**src/logic/bdcvr_consts.svh**
```systemverilog
// addresses, reset values, write masks and field positions of the config and verify bank
// What this block does
// overcurrent qualifier mode: 0 debounce, 1 blanking; resets to 0
// drain fault qualifier mode: 0 debounce, 1 blank; resets to 0
// 2-bit bridge disconnect threshold code, (code+1) steps; resets to 00
// 6-bit high-side drain threshold code, 50 mV steps; resets to 011000
// every frame has odd parity, checked on receive and made on send
// 4-bit on-state open-load threshold code, (code+1)x25 mV; resets to 1000
// 6-bit drain verify time code, code x 100 ns; resets to 010000
// on-state open-load enable and watchdog enable: 1 active; both reset to 0
// off-state open-load test current select: 0 low, 1 high; resets to 0
// 6-bit phase comparator threshold code, code/64 of supply; resets to 100000
// 4-bit sense offset code, table mapped; resets to 15
// 3-bit sense gain code, gains 10 to 50; resets to 5
// off-state open-load control inverted: 0 active, 1 inactive; resets to 0
// supply verify command register: eight monitor check bits, 1 active, reset 0
// off-state open-load phase select: 0 phase A, 1 phase B; resets to 0
// bridge verify command bits: writing 1 activates and starts the check
// connect result register is read only, 1 detected, resets to 0
// power-on reset returns every register of the bank to its default
// frame: address 15:12, write flag 11, data 10:1, parity 0
`ifndef BDCVR_CONSTS_SVH
`define BDCVR_CONSTS_SVH
// ==========================================================
// frame layout
`define BDCVR_FRAME_BITS 5'h10
`define BDCVR_WR_BIT     11
// ==========================================================
// register addresses
`define BDCVR_ADDR_CFG2  4'h2
`define BDCVR_ADDR_CFG3  4'h3
`define BDCVR_ADDR_CFG4  4'h4
`define BDCVR_ADDR_CFG5  4'h5
`define BDCVR_ADDR_CMD0  4'h6
`define BDCVR_ADDR_CMD1  4'h7
`define BDCVR_ADDR_RES0  4'h8
`define BDCVR_ADDR_RES1  4'h9
// ==========================================================
// reset values of the 10-bit data fields
`define BDCVR_RST_CFG2   10'h018
`define BDCVR_RST_CFG3   10'h210
`define BDCVR_RST_CFG4   10'h060
`define BDCVR_RST_CFG5   10'h0F5
`define BDCVR_RST_CMD    10'h000
`define BDCVR_RST_RES    10'h000
// ==========================================================
// writable bits, reserved bits stay zero
`define BDCVR_MASK_CFG5  10'h1F7
`define BDCVR_MASK_CMD0  10'h3FC
`define BDCVR_MASK_CMD1  10'h3EF
// ==========================================================
// field positions inside the data field
`define BDCVR_OCQ_BIT    9
`define BDCVR_VDQ_BIT    8
`define BDCVR_VTB_LSB    6
`define BDCVR_VTH_LSB    0
`define BDCVR_OLT_LSB    6
`define BDCVR_TVD_LSB    0
`define BDCVR_AOL_BIT    9
`define BDCVR_EWD_BIT    8
`define BDCVR_OLI_BIT    7
`define BDCVR_VRG_BIT    6
`define BDCVR_VPT_LSB    0
`define BDCVR_DOO_BIT    8
`define BDCVR_SAO_LSB    4
`define BDCVR_SAG_LSB    0
`define BDCVR_CMD0_LSB   2
`define BDCVR_OP_BIT     9
`endif

```
**src/logic/bdcvr_pkg.sv**
```systemverilog
// types shared by the config and verify register bank
`default_nettype none
package bdcvr_pkg;
    typedef enum logic [1:0] {
        BDCVR_IDLE  = 2'h1,
        BDCVR_SHIFT = 2'h2
    } bdcvr_state_type;
    typedef logic [9:0] bdcvr_data_type;
    typedef logic [3:0] bdcvr_addr_type;
endpackage
`default_nettype wire

```
**src/logic/bdcvr_sync_if.sv**
```systemverilog
// carrier between the pin synchroniser and the register bank
`default_nettype none
interface bdcvr_sync_if;
    logic [2:0] raw;
    logic [2:0] clean;
    modport sync (input raw, output clean);
    modport user (output raw, input clean);
endinterface
`default_nettype wire

```
**src/logic/bdcvr_sync.sv**
```systemverilog
// three-stage pin synchroniser, a change counts once stages two and three agree
`default_nettype none
module bdcvr_sync #(
    parameter logic [2:0] RST_VAL = 3'h6
) (
    input  wire logic   sys_clk,
    input  wire logic   srst,
    input  wire logic   clk_en,
    bdcvr_sync_if.sync  port
);
    logic [2:0] s1_ff;
    logic [2:0] s2_ff;
    logic [2:0] s3_ff;
    logic [2:0] clean_ff;
    logic [2:0] agree;

    // ==========================================================
    // stages and agreement filter
    assign agree = ~(s2_ff ^ s3_ff);
    always_ff @(posedge sys_clk) begin
        if (srst) begin
            s1_ff    <= RST_VAL;
            s2_ff    <= RST_VAL;
            s3_ff    <= RST_VAL;
            clean_ff <= RST_VAL;
        end else if (clk_en) begin
            s1_ff    <= port.raw;
            s2_ff    <= s1_ff;
            s3_ff    <= s2_ff;
            clean_ff <= (s2_ff & agree) | (clean_ff & ~agree);
        end
    end
    assign port.clean = clean_ff;
endmodule
`default_nettype wire

```
**src/logic/bdcvr_regs.sv**
```systemverilog
// serial config and verify register bank of the bridge driver
`include "bdcvr_consts.svh"
`default_nettype none
module bdcvr_regs
    import bdcvr_pkg::*;
(
    input  wire logic       sys_clk,
    input  wire logic       srst,
    input  wire logic       clk_en,
    input  wire logic       strobe_n_pin,
    input  wire logic       sclk_pin,
    input  wire logic       sdi_pin,
    output logic            sdo_out,
    output logic            sdo_oe,
    input  wire logic       phase_b_connect_in,
    input  wire logic       phase_a_connect_in,
    input  wire logic       bridge_disconnect_in,
    input  wire logic [1:0] low_side_disconnect_in,
    input  wire logic       phase_b_state_in,
    input  wire logic       phase_a_state_in,
    input  wire logic       sense_disconnect_in,
    output logic            overcurrent_qualifier_mode,
    output logic            drain_fault_qualifier_mode,
    output logic [1:0]      bridge_disconnect_threshold,
    output logic [5:0]      high_side_drain_threshold,
    output logic [3:0]      on_open_load_threshold,
    output logic [5:0]      drain_verify_time,
    output logic            on_open_load_enable,
    output logic            enable_input_watchdog_on,
    output logic            open_load_test_current_sel,
    output logic            regulator_level_sel,
    output logic [5:0]      phase_comparator_threshold,
    output logic            off_open_load_disable,
    output logic [3:0]      sense_offset_code,
    output logic [2:0]      sense_gain_code,
    output logic [7:0]      verify_supply_cmd,
    output logic            off_open_load_phase_sel,
    output logic [7:0]      verify_bridge_cmd,
    output logic [7:0]      verify_start,
    output logic            frame_error
);
    bdcvr_sync_if       sif ();
    bdcvr_state_type    state_ff;
    logic [2:0]         prev_ff;
    logic [4:0]         cnt_ff;
    logic [15:0]        rx_ff;
    logic [15:0]        tx_ff;
    logic               sdo_ff;
    logic               oe_ff;
    bdcvr_addr_type     last_addr_ff;
    logic               frame_error_ff;
    bdcvr_data_type     cfg2_ff;
    bdcvr_data_type     cfg3_ff;
    bdcvr_data_type     cfg4_ff;
    bdcvr_data_type     cfg5_ff;
    bdcvr_data_type     cmd0_ff;
    bdcvr_data_type     cmd1_ff;
    bdcvr_data_type     res0_ff;
    bdcvr_data_type     res1_ff;
    logic [7:0]         start_ff;
    logic               strobe_fall;
    logic               strobe_rise;
    logic               sclk_rise;
    logic               sclk_fall;
    logic               take;
    logic               frame_ok;
    logic               wr_en;
    bdcvr_addr_type     waddr;
    bdcvr_data_type     wdata;
    bdcvr_data_type     rdata;
    logic [15:0]        tx_word;

    // ==========================================================
    // pin synchroniser, pins idle with strobe and clock high
    assign sif.raw = {strobe_n_pin, sclk_pin, sdi_pin};
    bdcvr_sync #(.RST_VAL(3'h6)) bdcvr_sync_inst (
        .sys_clk (sys_clk),
        .srst    (srst),
        .clk_en  (clk_en),
        .port    (sif.sync)
    );

    // ==========================================================
    // edge detection on the filtered pins
    always_ff @(posedge sys_clk) begin
        if (srst) begin
            prev_ff <= 3'h6;
        end else if (clk_en) begin
            prev_ff <= sif.clean;
        end
    end
    assign strobe_fall = prev_ff[2] & ~sif.clean[2];
    assign strobe_rise = ~prev_ff[2] & sif.clean[2];
    assign sclk_rise   = ~prev_ff[1] & sif.clean[1];
    assign sclk_fall   = prev_ff[1] & ~sif.clean[1];

    // ==========================================================
    // frame decode: sixteen bits with odd parity
    assign take     = strobe_rise && (state_ff == BDCVR_SHIFT);
    assign frame_ok = (cnt_ff == `BDCVR_FRAME_BITS) && (^rx_ff);
    assign wr_en    = take && frame_ok && rx_ff[`BDCVR_WR_BIT];
    assign waddr    = rx_ff[15:12];
    assign wdata    = rx_ff[10:1];

    // ==========================================================
    // frame state
    always_ff @(posedge sys_clk) begin
        if (srst) begin
            state_ff <= BDCVR_IDLE;
        end else if (clk_en) begin
            unique case (state_ff)
                BDCVR_IDLE: begin
                    if (strobe_fall) begin
                        state_ff <= BDCVR_SHIFT;
                    end
                end
                BDCVR_SHIFT: begin
                    if (strobe_rise) begin
                        state_ff <= BDCVR_IDLE;
                    end
                end
            endcase
        end
    end

    // ==========================================================
    // receive shifter, sampled on rising clock, count saturates
    always_ff @(posedge sys_clk) begin
        if (srst) begin
            cnt_ff <= 5'h00;
            rx_ff  <= 16'h0000;
        end else if (clk_en) begin
            if (strobe_fall) begin
                cnt_ff <= 5'h00;
                rx_ff  <= 16'h0000;
            end else if (sclk_rise && state_ff == BDCVR_SHIFT) begin
                rx_ff <= {rx_ff[14:0], sif.clean[0]};
                if (cnt_ff != 5'h1F) begin
                    cnt_ff <= cnt_ff + 5'h01;
                end
            end
        end
    end

    // ==========================================================
    // readback mux and reply word with odd parity
    always_comb begin
        unique case (last_addr_ff)
            `BDCVR_ADDR_CFG2: rdata = cfg2_ff;
            `BDCVR_ADDR_CFG3: rdata = cfg3_ff;
            `BDCVR_ADDR_CFG4: rdata = cfg4_ff;
            `BDCVR_ADDR_CFG5: rdata = cfg5_ff;
            `BDCVR_ADDR_CMD0: rdata = cmd0_ff;
            `BDCVR_ADDR_CMD1: rdata = cmd1_ff;
            `BDCVR_ADDR_RES0: rdata = res0_ff;
            `BDCVR_ADDR_RES1: rdata = res1_ff;
            default:          rdata = 10'h000;
        endcase
    end
    assign tx_word = {last_addr_ff, 1'b0, rdata, ~(^{last_addr_ff, rdata})};

    // ==========================================================
    // transmit shifter, next bit on falling clock after the first sample
    always_ff @(posedge sys_clk) begin
        if (srst) begin
            tx_ff  <= 16'h0000;
            sdo_ff <= 1'b0;
            oe_ff  <= 1'b0;
        end else if (clk_en) begin
            if (strobe_fall) begin
                tx_ff  <= tx_word;
                sdo_ff <= tx_word[15];
                oe_ff  <= 1'b1;
            end else if (strobe_rise) begin
                oe_ff  <= 1'b0;
            end else if (sclk_fall && state_ff == BDCVR_SHIFT && cnt_ff != 5'h00) begin
                tx_ff  <= {tx_ff[14:0], 1'b0};
                sdo_ff <= tx_ff[14];
            end
        end
    end

    // ==========================================================
    // address of the next reply and serial error pulse
    always_ff @(posedge sys_clk) begin
        if (srst) begin
            last_addr_ff   <= 4'h0;
            frame_error_ff <= 1'b0;
        end else if (clk_en) begin
            frame_error_ff <= take && !frame_ok;
            if (take && frame_ok) begin
                last_addr_ff <= waddr;
            end
        end
    end

    // ==========================================================
    // configuration registers, reset only by power-on reset
    always_ff @(posedge sys_clk) begin
        if (srst) begin
            cfg2_ff <= `BDCVR_RST_CFG2;
            cfg3_ff <= `BDCVR_RST_CFG3;
            cfg4_ff <= `BDCVR_RST_CFG4;
            cfg5_ff <= `BDCVR_RST_CFG5;
        end else if (clk_en && wr_en) begin
            if (waddr == `BDCVR_ADDR_CFG2) begin
                cfg2_ff <= wdata;
            end
            if (waddr == `BDCVR_ADDR_CFG3) begin
                cfg3_ff <= wdata;
            end
            if (waddr == `BDCVR_ADDR_CFG4) begin
                cfg4_ff <= wdata;
            end
            if (waddr == `BDCVR_ADDR_CFG5) begin
                cfg5_ff <= wdata & `BDCVR_MASK_CFG5;
            end
        end
    end

    // ==========================================================
    // verify command registers and one-cycle start pulses
    always_ff @(posedge sys_clk) begin
        if (srst) begin
            cmd0_ff  <= `BDCVR_RST_CMD;
            cmd1_ff  <= `BDCVR_RST_CMD;
            start_ff <= 8'h00;
        end else if (clk_en) begin
            start_ff <= 8'h00;
            if (wr_en && waddr == `BDCVR_ADDR_CMD0) begin
                cmd0_ff <= wdata & `BDCVR_MASK_CMD0;
            end
            if (wr_en && waddr == `BDCVR_ADDR_CMD1) begin
                cmd1_ff  <= wdata & `BDCVR_MASK_CMD1;
                start_ff <= {wdata[8:5], wdata[3:0]};
            end
        end
    end

    // ==========================================================
    // read-only results follow the monitors, writes never reach them
    always_ff @(posedge sys_clk) begin
        if (srst) begin
            res0_ff <= `BDCVR_RST_RES;
            res1_ff <= `BDCVR_RST_RES;
        end else if (clk_en) begin
            res0_ff <= {4'h0, phase_b_connect_in, phase_a_connect_in, bridge_disconnect_in,
                        1'b0, low_side_disconnect_in};
            res1_ff <= {5'h00, phase_b_state_in, phase_a_state_in, 2'h0, sense_disconnect_in};
        end
    end

    // ==========================================================
    // outputs, each a slice of a register
    assign sdo_out                    = sdo_ff;
    assign sdo_oe                     = oe_ff;
    assign frame_error                = frame_error_ff;
    assign overcurrent_qualifier_mode = cfg2_ff[`BDCVR_OCQ_BIT];
    assign drain_fault_qualifier_mode = cfg2_ff[`BDCVR_VDQ_BIT];
    assign bridge_disconnect_threshold = cfg2_ff[`BDCVR_VTB_LSB +: 2];
    assign high_side_drain_threshold  = cfg2_ff[`BDCVR_VTH_LSB +: 6];
    assign on_open_load_threshold     = cfg3_ff[`BDCVR_OLT_LSB +: 4];
    assign drain_verify_time          = cfg3_ff[`BDCVR_TVD_LSB +: 6];
    assign on_open_load_enable        = cfg4_ff[`BDCVR_AOL_BIT];
    assign enable_input_watchdog_on   = cfg4_ff[`BDCVR_EWD_BIT];
    assign open_load_test_current_sel = cfg4_ff[`BDCVR_OLI_BIT];
    assign regulator_level_sel        = cfg4_ff[`BDCVR_VRG_BIT];
    assign phase_comparator_threshold = cfg4_ff[`BDCVR_VPT_LSB +: 6];
    assign off_open_load_disable      = cfg5_ff[`BDCVR_DOO_BIT];
    assign sense_offset_code          = cfg5_ff[`BDCVR_SAO_LSB +: 4];
    assign sense_gain_code            = cfg5_ff[`BDCVR_SAG_LSB +: 3];
    assign verify_supply_cmd          = cmd0_ff[`BDCVR_CMD0_LSB +: 8];
    assign off_open_load_phase_sel    = cmd1_ff[`BDCVR_OP_BIT];
    assign verify_bridge_cmd          = {cmd1_ff[8:5], cmd1_ff[3:0]};
    assign verify_start               = start_ff;

    // ==========================================================
    // assertions
    property p_rst_cfg2;
        @(posedge sys_clk) $past(srst) |-> cfg2_ff == `BDCVR_RST_CFG2 && !overcurrent_qualifier_mode;
    endproperty
    a_rst_cfg2: assert property (p_rst_cfg2) else $error("config 2 default wrong");

    property p_rst_cfg3;
        @(posedge sys_clk) srst |=> on_open_load_threshold == 4'h8 && drain_verify_time == 6'h10;
    endproperty
    a_rst_cfg3: assert property (p_rst_cfg3) else $error("config 3 default wrong");

    property p_rst_cfg45;
        @(posedge sys_clk) srst |=> cfg4_ff == `BDCVR_RST_CFG4 && sense_offset_code == 4'hF
            && sense_gain_code == 3'h5 && !off_open_load_disable;
    endproperty
    a_rst_cfg45: assert property (p_rst_cfg45) else $error("config 4/5 default wrong");

    property p_rst_verify;
        @(posedge sys_clk) srst |=> cmd0_ff == 10'h000 && cmd1_ff == 10'h000 && res0_ff == 10'h000;
    endproperty
    a_rst_verify: assert property (p_rst_verify) else $error("verify default wrong");

    property p_bad_parity;
        @(posedge sys_clk) disable iff (srst)
        (clk_en && take && !(^rx_ff)) |=> frame_error_ff && cfg2_ff == $past(cfg2_ff)
            && cmd1_ff == $past(cmd1_ff);
    endproperty
    a_bad_parity: assert property (p_bad_parity) else $error("bad parity frame not refused");

    property p_reply_parity;
        @(posedge sys_clk) disable iff (srst) (clk_en && strobe_fall) |=> (^tx_ff) && oe_ff;
    endproperty
    a_reply_parity: assert property (p_reply_parity) else $error("reply parity not odd");

    property p_write_cfg2;
        @(posedge sys_clk) disable iff (srst)
        (clk_en && wr_en && waddr == `BDCVR_ADDR_CFG2) |=> cfg2_ff == $past(rx_ff[10:1]);
    endproperty
    a_write_cfg2: assert property (p_write_cfg2) else $error("config 2 write lost");

    property p_start_pulse;
        @(posedge sys_clk) disable iff (srst || !clk_en)
        (start_ff != 8'h00) |-> $past(wr_en && waddr == `BDCVR_ADDR_CMD1) ##1 start_ff == 8'h00;
    endproperty
    a_start_pulse: assert property (p_start_pulse) else $error("start pulse not one cycle");

    property p_result_ro;
        @(posedge sys_clk) disable iff (srst)
        clk_en |=> res0_ff[5:3] == $past({phase_b_connect_in, phase_a_connect_in, bridge_disconnect_in});
    endproperty
    a_result_ro: assert property (p_result_ro) else $error("result does not track monitor");

    property p_short_frame;
        @(posedge sys_clk) disable iff (srst)
        (clk_en && take && cnt_ff != `BDCVR_FRAME_BITS) |=> frame_error_ff && last_addr_ff == $past(last_addr_ff);
    endproperty
    a_short_frame: assert property (p_short_frame) else $error("short frame not refused");

    property p_reserved_zero;
        @(posedge sys_clk) disable iff (srst)
        (cfg5_ff & ~`BDCVR_MASK_CFG5) == 10'h000 && (cmd0_ff & ~`BDCVR_MASK_CMD0) == 10'h000
            && (cmd1_ff & ~`BDCVR_MASK_CMD1) == 10'h000;
    endproperty
    a_reserved_zero: assert property (p_reserved_zero) else $error("reserved bit set");

    property p_result_phase;
        @(posedge sys_clk) disable iff (srst)
        clk_en |=> res1_ff == {5'h00, $past(phase_b_state_in), $past(phase_a_state_in), 2'h0, $past(sense_disconnect_in)};
    endproperty
    a_result_phase: assert property (p_result_phase) else $error("phase result does not track monitor");

    c_write_cfg: cover property (@(posedge sys_clk) wr_en && waddr == `BDCVR_ADDR_CFG4);
    c_start:     cover property (@(posedge sys_clk) start_ff != 8'h00);
    c_bad_frame: cover property (@(posedge sys_clk) frame_error_ff);
    c_read:      cover property (@(posedge sys_clk) take && frame_ok && !rx_ff[`BDCVR_WR_BIT]);
endmodule
`default_nettype wire

```
**config.mk**
```make
export PLATFORM = sky130hd
export DESIGN_NAME = bdcvr_regs
export DESIGN_NICKNAME = d
export VERILOG_FILES = /design/src/logic/bdcvr_pkg.sv /design/src/logic/bdcvr_sync_if.sv /design/src/logic/bdcvr_sync.sv /design/src/logic/bdcvr_regs.sv
export VERILOG_INCLUDE_DIRS = /design/src /design/src/logic
export SDC_FILE = /design/constraint.sdc
export NUM_CORES = 1
export LEC_CHECK = 0
export BUFFER_PORTS_ARGS = -buffer_cell sky130_fd_sc_hd__buf_2
export CORE_UTILIZATION = 55
export DETAILED_ROUTE_END_ITERATION = 7
export MAX_ROUTING_LAYER = met4
export PLACE_DENSITY = 0.77
export SYNTH_ARGS = -nofsm -noshare
export SYNTH_HDL_FRONTEND = slang
export SYNTH_SLANG_ARGS = --single-unit
```
**constraint.sdc**
```tcl
create_clock -name sys_clk -period 4.2 [get_ports sys_clk]
set_input_delay 1.26 -clock sys_clk [delete_from_list [all_inputs] [get_ports sys_clk]]
set_output_delay 1.26 -clock sys_clk [all_outputs]
set_load 0.1 [all_outputs]
```
; After elaboration in Yosys (flattened, before gate mapping)
; Index checks and enable logic that the tools add are counted.
[totals]
register_bits = 131
input_bits = 14
output_inout_bits = 66
wordCells = 108
[op_classes]
n_addsub = 1
eq_ne = 21
n_mux = 18
bitwise = 15
reduce_logical = 31
[ops]
columns = operator, count
row1 = $pmux 10 s8, 1
row2 = $mux 15, 3
row3 = $eq 4x3->1 const B, 8
row4 = $mux 16, 2
row5 = $reduce_and 2->1, 9
row6 = $eq 4x2->1 const B, 4
row7 = $reduce_xor 16->1, 1
row8 = $mux 5, 3
row9 = $reduce_xor 14->1, 1
row10 = $logic_and 1x1->1, 11
row11 = $reduce_and 3->1, 3
row12 = $eq 4x4->1 const B, 2
row13 = $mux 8, 1
row14 = $reduce_bool 2->1, 4
row15 = $and 3x3->3, 2
row16 = $ne 2x2->1 const B, 3
row17 = $not 3->3, 2
row18 = $add 5x1->5 const B, 1
row19 = $eq 5x5->1 const B, 1
row20 = $mux 1, 5
row21 = $ne 5x5->1 const B, 1
row22 = $not 1->1, 5
row23 = $reduce_bool 5->1, 1
row24 = $and 1x1->1, 4
row25 = other kinds (7), 8

; Depth between registers and ports, before layout
; Gate-level depths: netlist of run 1.
[depth]
depth_word = 7
mapped_depth = 12
depth_no_buf = 9

; Hierarchy
; From an unflattened synthesis of run 1, not the netlist that was laid out.
[hier_totals]
cells_unflattened = 635
area_unflattened_um2 = 5978.2
[by_module_without_submodules]
columns = module, n_inst, cells_per_inst, area_each_um2
row1 = bdcvr_regs, 1, 590, 5505.3
row2 = bdcvr_sync, 1, 45, 473.0

; Worst setup path before layout of run 1
; No wires, ideal clock.
[synth_path]
kind = input to register
from = in clk_en
to = reg rx_ff[10]
setup_ps = 65
t_arrival_ps = 2801
required_ps = 4135
slack_ps = 1334
cell_stages = 6
n_path_buf = 2
cell_sequence = clkbuf_1 -> nand2_1 -> nor4b_1 -> clkbuf_1 -> a22oi_1 -> nor2_1
[synth_via]
elab_chain_len = 1
[synth_rtl]
columns = element, line_no
row1 = "start, declared", bdcvr_regs.sv:9  ; input wire logic clk_en,
row2 = $reduce_and 2->1 (no line), n/a
row3 = "end signal, assigned", bdcvr_regs.sv:137  ; rx_ff <= {rx_ff[14:0], sif.clean[0]};
row4 = "end, declared", bdcvr_regs.sv:46  ; logic [15:0] rx_ff;
; Every way passes these cells.
; A chain may end at the register's enable or synchronous reset.

; Worst setup path in the final report of run 1
[layout_path]
from = reg rx_ff[5]
to = reg cfg3_ff[9]
[layout_via]
elab_chain_len = 6
[layout_rtl]
columns = element, line_no
row1 = $reduce_xor 16->1, bdcvr_regs.sv:100  ; assign frame_ok = (cnt_ff == `BDCVR_FRAME_BITS) && (^rx_ff);
row2 = $logic_and 1x1->1, bdcvr_regs.sv:100
row3 = $logic_and 1x1->1 (2 in a row), bdcvr_regs.sv:101  ; assign wr_en = take && frame_ok && rx_ff[`BDCVR_WR_BIT];
row4 = $logic_and 1x1->1, bdcvr_regs.sv:205  ; end else if (clk_en && wr_en) begin
row5 = $reduce_and 2->1 (no line), n/a
row6 = "end signal, assigned", bdcvr_regs.sv:202  ; cfg3_ff <= `BDCVR_RST_CFG3;
row7 = "end signal, assigned", bdcvr_regs.sv:210  ; cfg3_ff <= wdata;
row8 = "end, declared", bdcvr_regs.sv:53  ; bdcvr_data_type cfg3_ff;
; Every way passes these cells.

==> results of run 1 <==
-- logic make-up after synthesis --
family                     count (synthesis)
and+or+nand+nor                          183
DFF                                      130
xor gates and xnor gates                  24
adders and majority gates                 18
buffers and inverters                     74
AOI/OAI and AO/OA                        157
muxes                                     37
-- sequential cells by signal, indices dropped and copies added, names as in the netlist, 4 cells and up, named ones only --
| signal | count |
|---|---|
| cfg2_ff | 10 |
| cfg3_ff | 10 |
| cfg4_ff | 10 |
| cfg5_ff | 8 |
| cmd0_ff | 8 |
| cmd1_ff | 9 |
| cnt_ff | 5 |
| last_addr_ff | 4 |
| res0_ff | 5 |
| rx_ff | 16 |
| tx_ff | 15 |
| verify_start | 8 |
-- power breakdown --
part           total (W)  leakage (nW)  switching (W)  internal, W
Clock            0.00158         0.312       0.000514      0.00107
Sequential       0.00125          1.05     0.00000611      0.00124
Combinational  0.0000559          1.44      0.0000386    0.0000173
Total            0.00289          2.80       0.000559      0.00233
-- synthesized netlist by cell type (all sizes together) --
master  count  share of area
dfxtp     130           0.46
a211o       1         0.0015
a222oi      7          0.012
a21oi      38          0.033
nand4       7          0.016
a41o        1         0.0018
o211ai      1         0.0013
o32ai       8          0.012
a211oi      4         0.0053
a22o       19          0.029
nor4b       1         0.0015
a21o        2         0.0026
nand2b      4         0.0044
nor3b       3         0.0039
and3        4         0.0044
clkbuf     32          0.021
xnor2      15          0.023
xor2        6         0.0092
ha         18          0.040
xnor3       3          0.012
or3         1         0.0011
nor2       85          0.056
a41oi       1         0.0015
buf        15          0.020
a221oi      3         0.0046
a22oi      26          0.034
and2        1         0.0011
nand3      39          0.034
o21ai      44          0.041
nor2b       1         0.0011
a32o        2         0.0035
nand2      22          0.014
mux2i      37          0.065
and4        1         0.0015
inv        27          0.018
nor3       14          0.012
-- worst paths after layout --
path | startpoint | end | cells after the start | slack (ns)
worst max-delay path | rx_ff[5]$_SDFFE_PP0P_ | cfg3_ff[9]$_SDFFE_PP1P_ | 7 | 0.72
worst min-delay path | verify_start[6]$_SDFFE_PP0P_ | verify_start[6]$_SDFFE_PP0P_ | 2 | 0.47
worst max register to register | rx_ff[5]$_SDFFE_PP0P_ | cfg3_ff[9]$_SDFFE_PP1P_ | 7 | 0.72
worst min register to register | verify_start[6]$_SDFFE_PP0P_ | verify_start[6]$_SDFFE_PP0P_ | 2 | 0.47
-- routing by layer --
metal,up-vias,global-route usage,routed length (um)
met2,185,0.432,6750
li1,2332,-,-
met5,-,-,0
met3,31,0.0617,827
met1,2344,0.342,6240
met4,0,0.121,384
-- per-stage QoR --
step	setup slack [ns]	std cells	cell area (um^2)	utilization
global route	0.525	825	6720	0.678
floorplan	1.33	623	5700	-
finish	0.719	825	6720	0.678
CTS	0.763	825	6720	0.678
global placement	0.779	793	6080	0.614
detailed placement	0.721	793	6080	0.614
-- cell type report --
type	count	area (um^2)	share of cell area
clock buffer	23	467	0.0694
timing repair buffer	84	433	0.0644
inverter	27	101	0.0151
sequential	130	2600	0.387
tap	133	166	0.0248
clock inverter	9	176	0.0262
multi-input combinational	419	2780	0.413
-- worst max-delay path, cell delays in order, from the launching register on --
cell and delay [ns]:
dfxtp_1 0.49, xor2_1 0.21, xnor3_1 0.42, xnor3_1 0.42, and4_1 0.61, nand4_1 0.75, nor3_1 0.37, a21oi_1 0.07
==> metrics.txt, run 1 <==
status complete, no violations; Core Rows 36; Max Clk Rate 287 MHz; arrival time at the worst endpoint 3.85 ns; Overall Global Routing Usage 0.276; power density cells about 430 nW/um^2; yosys warns 0; first-pass GRT wire length roughly 23000 um; initial antenna violation count 0; DRC viols 0; initial core utilization 0.575; DR vias/cell between 5 and 6; fin crit share 0.829; PortBufs 79; final hold violation count 0; Yosys reg bits between 100 and 150; mux cell area share after synthesis 0.0650; clock skew approximately 0.0096 ns; Power Total a little under 0.003 W; Syn Nets 655; Max Cap Violations 0; main combinational cell family by area after synthesis compound AO/OA/AOI/OAI gates; commonest non-fill, non-tap cell in the layout dfxtp_1; clock period minus worst slack roughly 3.5 ns; startpoint types register; Clock Path Buffers 2; LEAKAGE approximately 2.8 nW; Crit Path Max Fanout 20; Diodes inserted 0; slew at the pin closest to its max-slew limit around 1.1 ns; Syn Area/Cell 9.15 um^2; worst-skew pair later-pin latency ~0.53 ns; xor/xnor share of the synthesized area 0.0441; postcts setup bufs 0; Die Span Y slightly above 100 um; grt total ovfl 0; Core Footprint between 9000 and 10000 um^2; CTS tree yes; Final #Nets around 710; final WL ~14000 um; Final ANT Viol Nets 0; Iteration-0 DRC Markers about 340; CTS H-tree lvls 4; Syn Inst Count just over 600; Synth Area in Simple Gates 0.152; clk slew on worst S/H paths roughly 0.060 ns; fill count between 700 and 800; pin count of the biggest net entering global routing 95; layout cells sized above 1 0.179; drt pass-1 iters 6; WS Path Type register to register; setup tns final 0 ns; Setup-failing EPs final 0; # IOs 80; average wire per standard cell between 15 and 20 um; Unique masters post-synth 45; VDD IR max 0.361 mV; Hold Worst Slack about 0.47 ns; Root Driver clkbuf_8; Max Slew Vio Count 0; vias in the first global route between 4k and 5k; Syn Std Cell Area around 5700 um^2; DP Wirelength between 9000 and 10000 um; hold_buf cts 0; # resized after CTS 0; most frequent cells in the layout dfxtp_1 (130), nor2_1 (85), buf_2 (79), nand3_1 (39), a21oi_1 (38); Synth Area in Compound Gates 0.184; TritonCTS buffer count 17; Worst Hold Class register to register; gp weighted congestion between 0.8 and 0.9; Synth Area in Adders 0.0395; RSZ-0062 raised after global routing no; synthesis-to-finish area growth 17.9%; CP endpoint kind register; CTS Sinks 130; max_slew headroom 0.248; vias post-DR slightly below 5k; Die ar. 10800 um^2; sequential fraction of the synthesis area 0.456; DIE WIDTH around 100 um; CP required around 4.6 ns
Note: power is estimated with default switching activity, not from simulation.
==> run 2: changes to the inputs <==
--- a/config.mk
+++ b/config.mk
@@ -6,11 +6,12 @@
 export SDC_FILE = /design/constraint.sdc
 export NUM_CORES = 1
 export LEC_CHECK = 0
+export ABC_AREA = 1
 export BUFFER_PORTS_ARGS = -buffer_cell sky130_fd_sc_hd__buf_2
 export CORE_UTILIZATION = 55
 export DETAILED_ROUTE_END_ITERATION = 7
 export MAX_ROUTING_LAYER = met4
-export PLACE_DENSITY = 0.77
+export PLACE_DENSITY = 0.76
 export SYNTH_ARGS = -nofsm -noshare
 export SYNTH_HDL_FRONTEND = slang
 export SYNTH_SLANG_ARGS = --single-unit
==> constraint.sdc (replaced) <==
create_clock -name sys_clk -period 3.3 [get_ports sys_clk]
set_input_delay 0.99 -clock sys_clk [delete_from_list [all_inputs] [get_ports sys_clk]]
set_output_delay 0.99 -clock sys_clk [all_outputs]
set_load 0.1 [all_outputs]
==> metrics.txt, run 2 <==
status complete, no violations (unchanged); DRC viols 0 (unchanged); vias post-DR 6185 (was 4892); Synth Area in Compound Gates 0.114 (was 0.184); # resized after CTS 0 (unchanged); met1 wire length 7550 um (was 6240 um); Worst Hold Class register to register (unchanged); Syn Nets 990 (was 655); sequential fraction of the synthesis area 0.400 (was 0.456); Yosys top cell by area dfxtp_1 (unchanged); DP Wirelength 11800 um (was 9590 um); CTS tree yes (unchanged); Root Driver clkbuf_16 (was clkbuf_8); clk slew on worst S/H paths 0.05 ns (was 0.06 ns); Die ar. 12300 um^2 (was 10800 um^2); Max Cap Violations 0 (unchanged); max reg flops 16 (unchanged); clock period minus worst slack 2.75 ns (was 3.48 ns); yosys warns 0 (unchanged); most frequent cells after synthesis nand2_1 (256), dfxtp_1 (130), nor2_1 (120) (was dfxtp_1 (130), nor2_1 (85), nand3_1 (39)); setup ws final 0.551 ns (was 0.719 ns); clock skew 0.00595 ns (was 0.00962 ns); Overall Global Routing Usage 0.291 (was 0.276); initial antenna violation count 0 (unchanged); commonest non-fill, non-tap cell in the layout nand2_1 (was dfxtp_1); DR vias/cell 5.29 (was 5.93); hold_buf cts 0 (unchanged); Die Span Y 111 um (was 104 um); arrival time at the worst endpoint 3.09 ns (was 3.85 ns); layout cells sized above 1 0.137 (was 0.179); Final ANT Viol Nets 0 (unchanged); multi-input logic area 3210 um^2 (was 2780 um^2); final hold violation count 0 (unchanged); pre-CTS WS 0.511 ns (was 0.721 ns); CP endpoint kind register (unchanged); Max Slew Vio Count 0 (unchanged); most frequent cells in the layout nand2_1 (256), dfxtp_1 (130), nor2_1 (120), inv_1 (106), buf_2 (79) (was dfxtp_1 (130), nor2_1 (85), buf_2 (79), nand3_1 (39), a21oi_1 (38)); Setup-failing EPs final 0 (unchanged); synthesis-to-finish area growth 15.6% (was 17.9%); Post-synth EDFFs 0 (unchanged); met2 routed WL 7940 um (was 6750 um); Register Area 2600 um^2 (unchanged); first-pass GRT wire length 27500 um (was 22900 um); Reg2Reg Setup Slack 0.55 ns (was 0.72 ns); final WL 17100 um (was 14200 um); most common cell in the netlist nand2_1 (was dfxtp_1); average wire per standard cell 14.6 um (was 17.2 um); Crit Path Max Fanout 19 (was 20); Max Clk Rate 364 MHz (was 287 MHz); # IOs 80 (unchanged); fin crit share 0.833 (was 0.829); TritonCTS buffer count 17 (unchanged); pin count of the biggest net entering global routing 74 (was 95); xor/xnor share of the synthesized area 0.0188 (was 0.0441); VDD IR max 0.419 mV (was 0.361 mV); Yosys reg bits 130 (unchanged); initial core utilization 0.568 (was 0.575); max_slew headroom 0.496 (was 0.248); DIE WIDTH 111 um (was 104 um); Syn Std Cell Area 6510 um^2 (was 5700 um^2); Syn Area/Cell 6.80 um^2 (was 9.15 um^2); Core Rows 39 (was 36); Syn Inst Count 958 (was 623); Largest regs rx_ff: 16 flops, tx_ff: 15 flops (unchanged); power density cells 491 nW/um^2 (was 430 nW/um^2); drt pass-1 iters 5 (was 6); worst-skew pair later-pin latency 0.42 ns (was 0.53 ns); Max Used Layer met4 (unchanged); WL met3 1190 um (was 827 um); grt total ovfl 0 (unchanged); postcts setup bufs 0 (unchanged); gp weighted congestion 0.942 (was 0.894); Core Footprint 11500 um^2 (was 9910 um^2); LEAKAGE 3.80 nW (was 2.80 nW); startpoint types register (unchanged); setup tns final 0 ns (unchanged); Iteration-0 DRC Markers 533 (was 344); Synth Area in Simple Gates 0.325 (was 0.152); largest reg by FF count rx_ff (unchanged); CP required 3.64 ns (was 4.57 ns); mux cell area share after synthesis 0 (was 0.0650); Final #Nets 1046 (was 711); slew at the pin closest to its max-slew limit 0.756 ns (was 1.13 ns); RSZ-0062 raised after global routing no (unchanged); Power Total 0.00369 W (was 0.00289 W); Unique masters post-synth 39 (was 45); ranking of synthesized cells by area dfxtp_1 (40%), nand2_1 (15%), nor2_1 (6.9%) (was dfxtp_1 (46%), mux2i_1 (6.5%), nor2_1 (5.6%)); CTS Sinks 130 (unchanged); fill count 1016 (was 771); asr flop ratio synth 0 (unchanged); main combinational cell family by area after synthesis simple AND/OR/NAND/NOR gates (was compound AO/OA/AOI/OAI gates); Synth Area in Adders 0.0346 (was 0.0395); vias in the first global route 5517 (was 4583); WS Path Type register to register (unchanged); Clock Path Buffers 2 (unchanged); Yosys top cell area share 0.400 (was 0.456); CTS H-tree lvls 4 (unchanged); Diodes inserted 0 (unchanged); PortBufs 79 (unchanged); top_reg_cell synth dfxtp_1 (unchanged)
==> run 2: cell types whose count changed in the layout (fill, tap and decap cells not counted), sizes merged, moves of 9 or more <==
cell and delta:
nand2 +238, inv +82, nand3 +44, mux2i -37, nor2 +37, a21oi +35, a22oi -26, a22o -19
nor3 -9
==> run 2: worst paths after layout <==
path                                      from  depth (start not counted)                      to
setup / recovery  last_addr_ff[3]$_SDFFE_PP0P_                         14   tx_ff[0]$_SDFFE_PP0P_
hold / removal          tx_ff[13]$_SDFFE_PP0P_                          2  tx_ff[13]$_SDFFE_PP0P_
setup reg to reg  last_addr_ff[3]$_SDFFE_PP0P_                         14   tx_ff[0]$_SDFFE_PP0P_
hold reg to reg         tx_ff[13]$_SDFFE_PP0P_                          2  tx_ff[13]$_SDFFE_PP0P_
==> run 2: metal layers <==
layer / vias to the layer above / track usage
met4: 0 / 0.0898
met2: 206 / 0.453
li1: 3141 / -
met3: 34 / 0.0705
met5: - / -
met1: 2804 / 0.373
==> run 2: area by class of cell <==
type	count	share of cell area
inverters	111	0.0553
multi-input cells	662	0.426
flip-flops and latches	130	0.346
clock buffers	22	0.0643
repair buffers	92	0.0671
clock inverters	10	0.0173
well taps	143	0.0238
==> run 2: logic make-up after synthesis <==
group | after synthesis
flops | 130
fa+ha+maj | 18
buf+inv | 166
simple gates | 491
xor+xnor | 14
compound gates | 139
==> run 2: critical path, cell delays in order, from the launching register on <==
cell and delay, ns:
dfxtp_1 0.32, inv_1 0.10, ha_1 0.66, nand2_1 0.18
o21ai_0 0.53, inv_1 0.08, nand2_1 0.14, nand2_1 0.08
nand2_1 0.07, nand2_1 0.06, nand2_1 0.07, nand2_1 0.06
nand3_1 0.07, nand3_1 0.08, a21oi_1 0.15
==> run 2: through the flow <==
step                      area (um^2)  hold slack, ns  utilization  instances
after floorplan                  6510           0.425            -        958
after global placement           6910           0.433        0.603       1138
after detailed placement         6910           0.439        0.603       1138
after CTS                        7530           0.447        0.657       1170
after global routing             7530           0.460        0.657       1170
final                            7530           0.447        0.657       1170
==> run 2: report_power, final <==
group | leakage, nW | total, W | internal [W] | switching, W
sequential | 1.05 | 0.00161 | 0.00159 | 0.0000174
combinational | 2.45 | 0.000136 | 0.0000420 | 0.0000935
clock | 0.302 | 0.00195 | 0.00126 | 0.000685
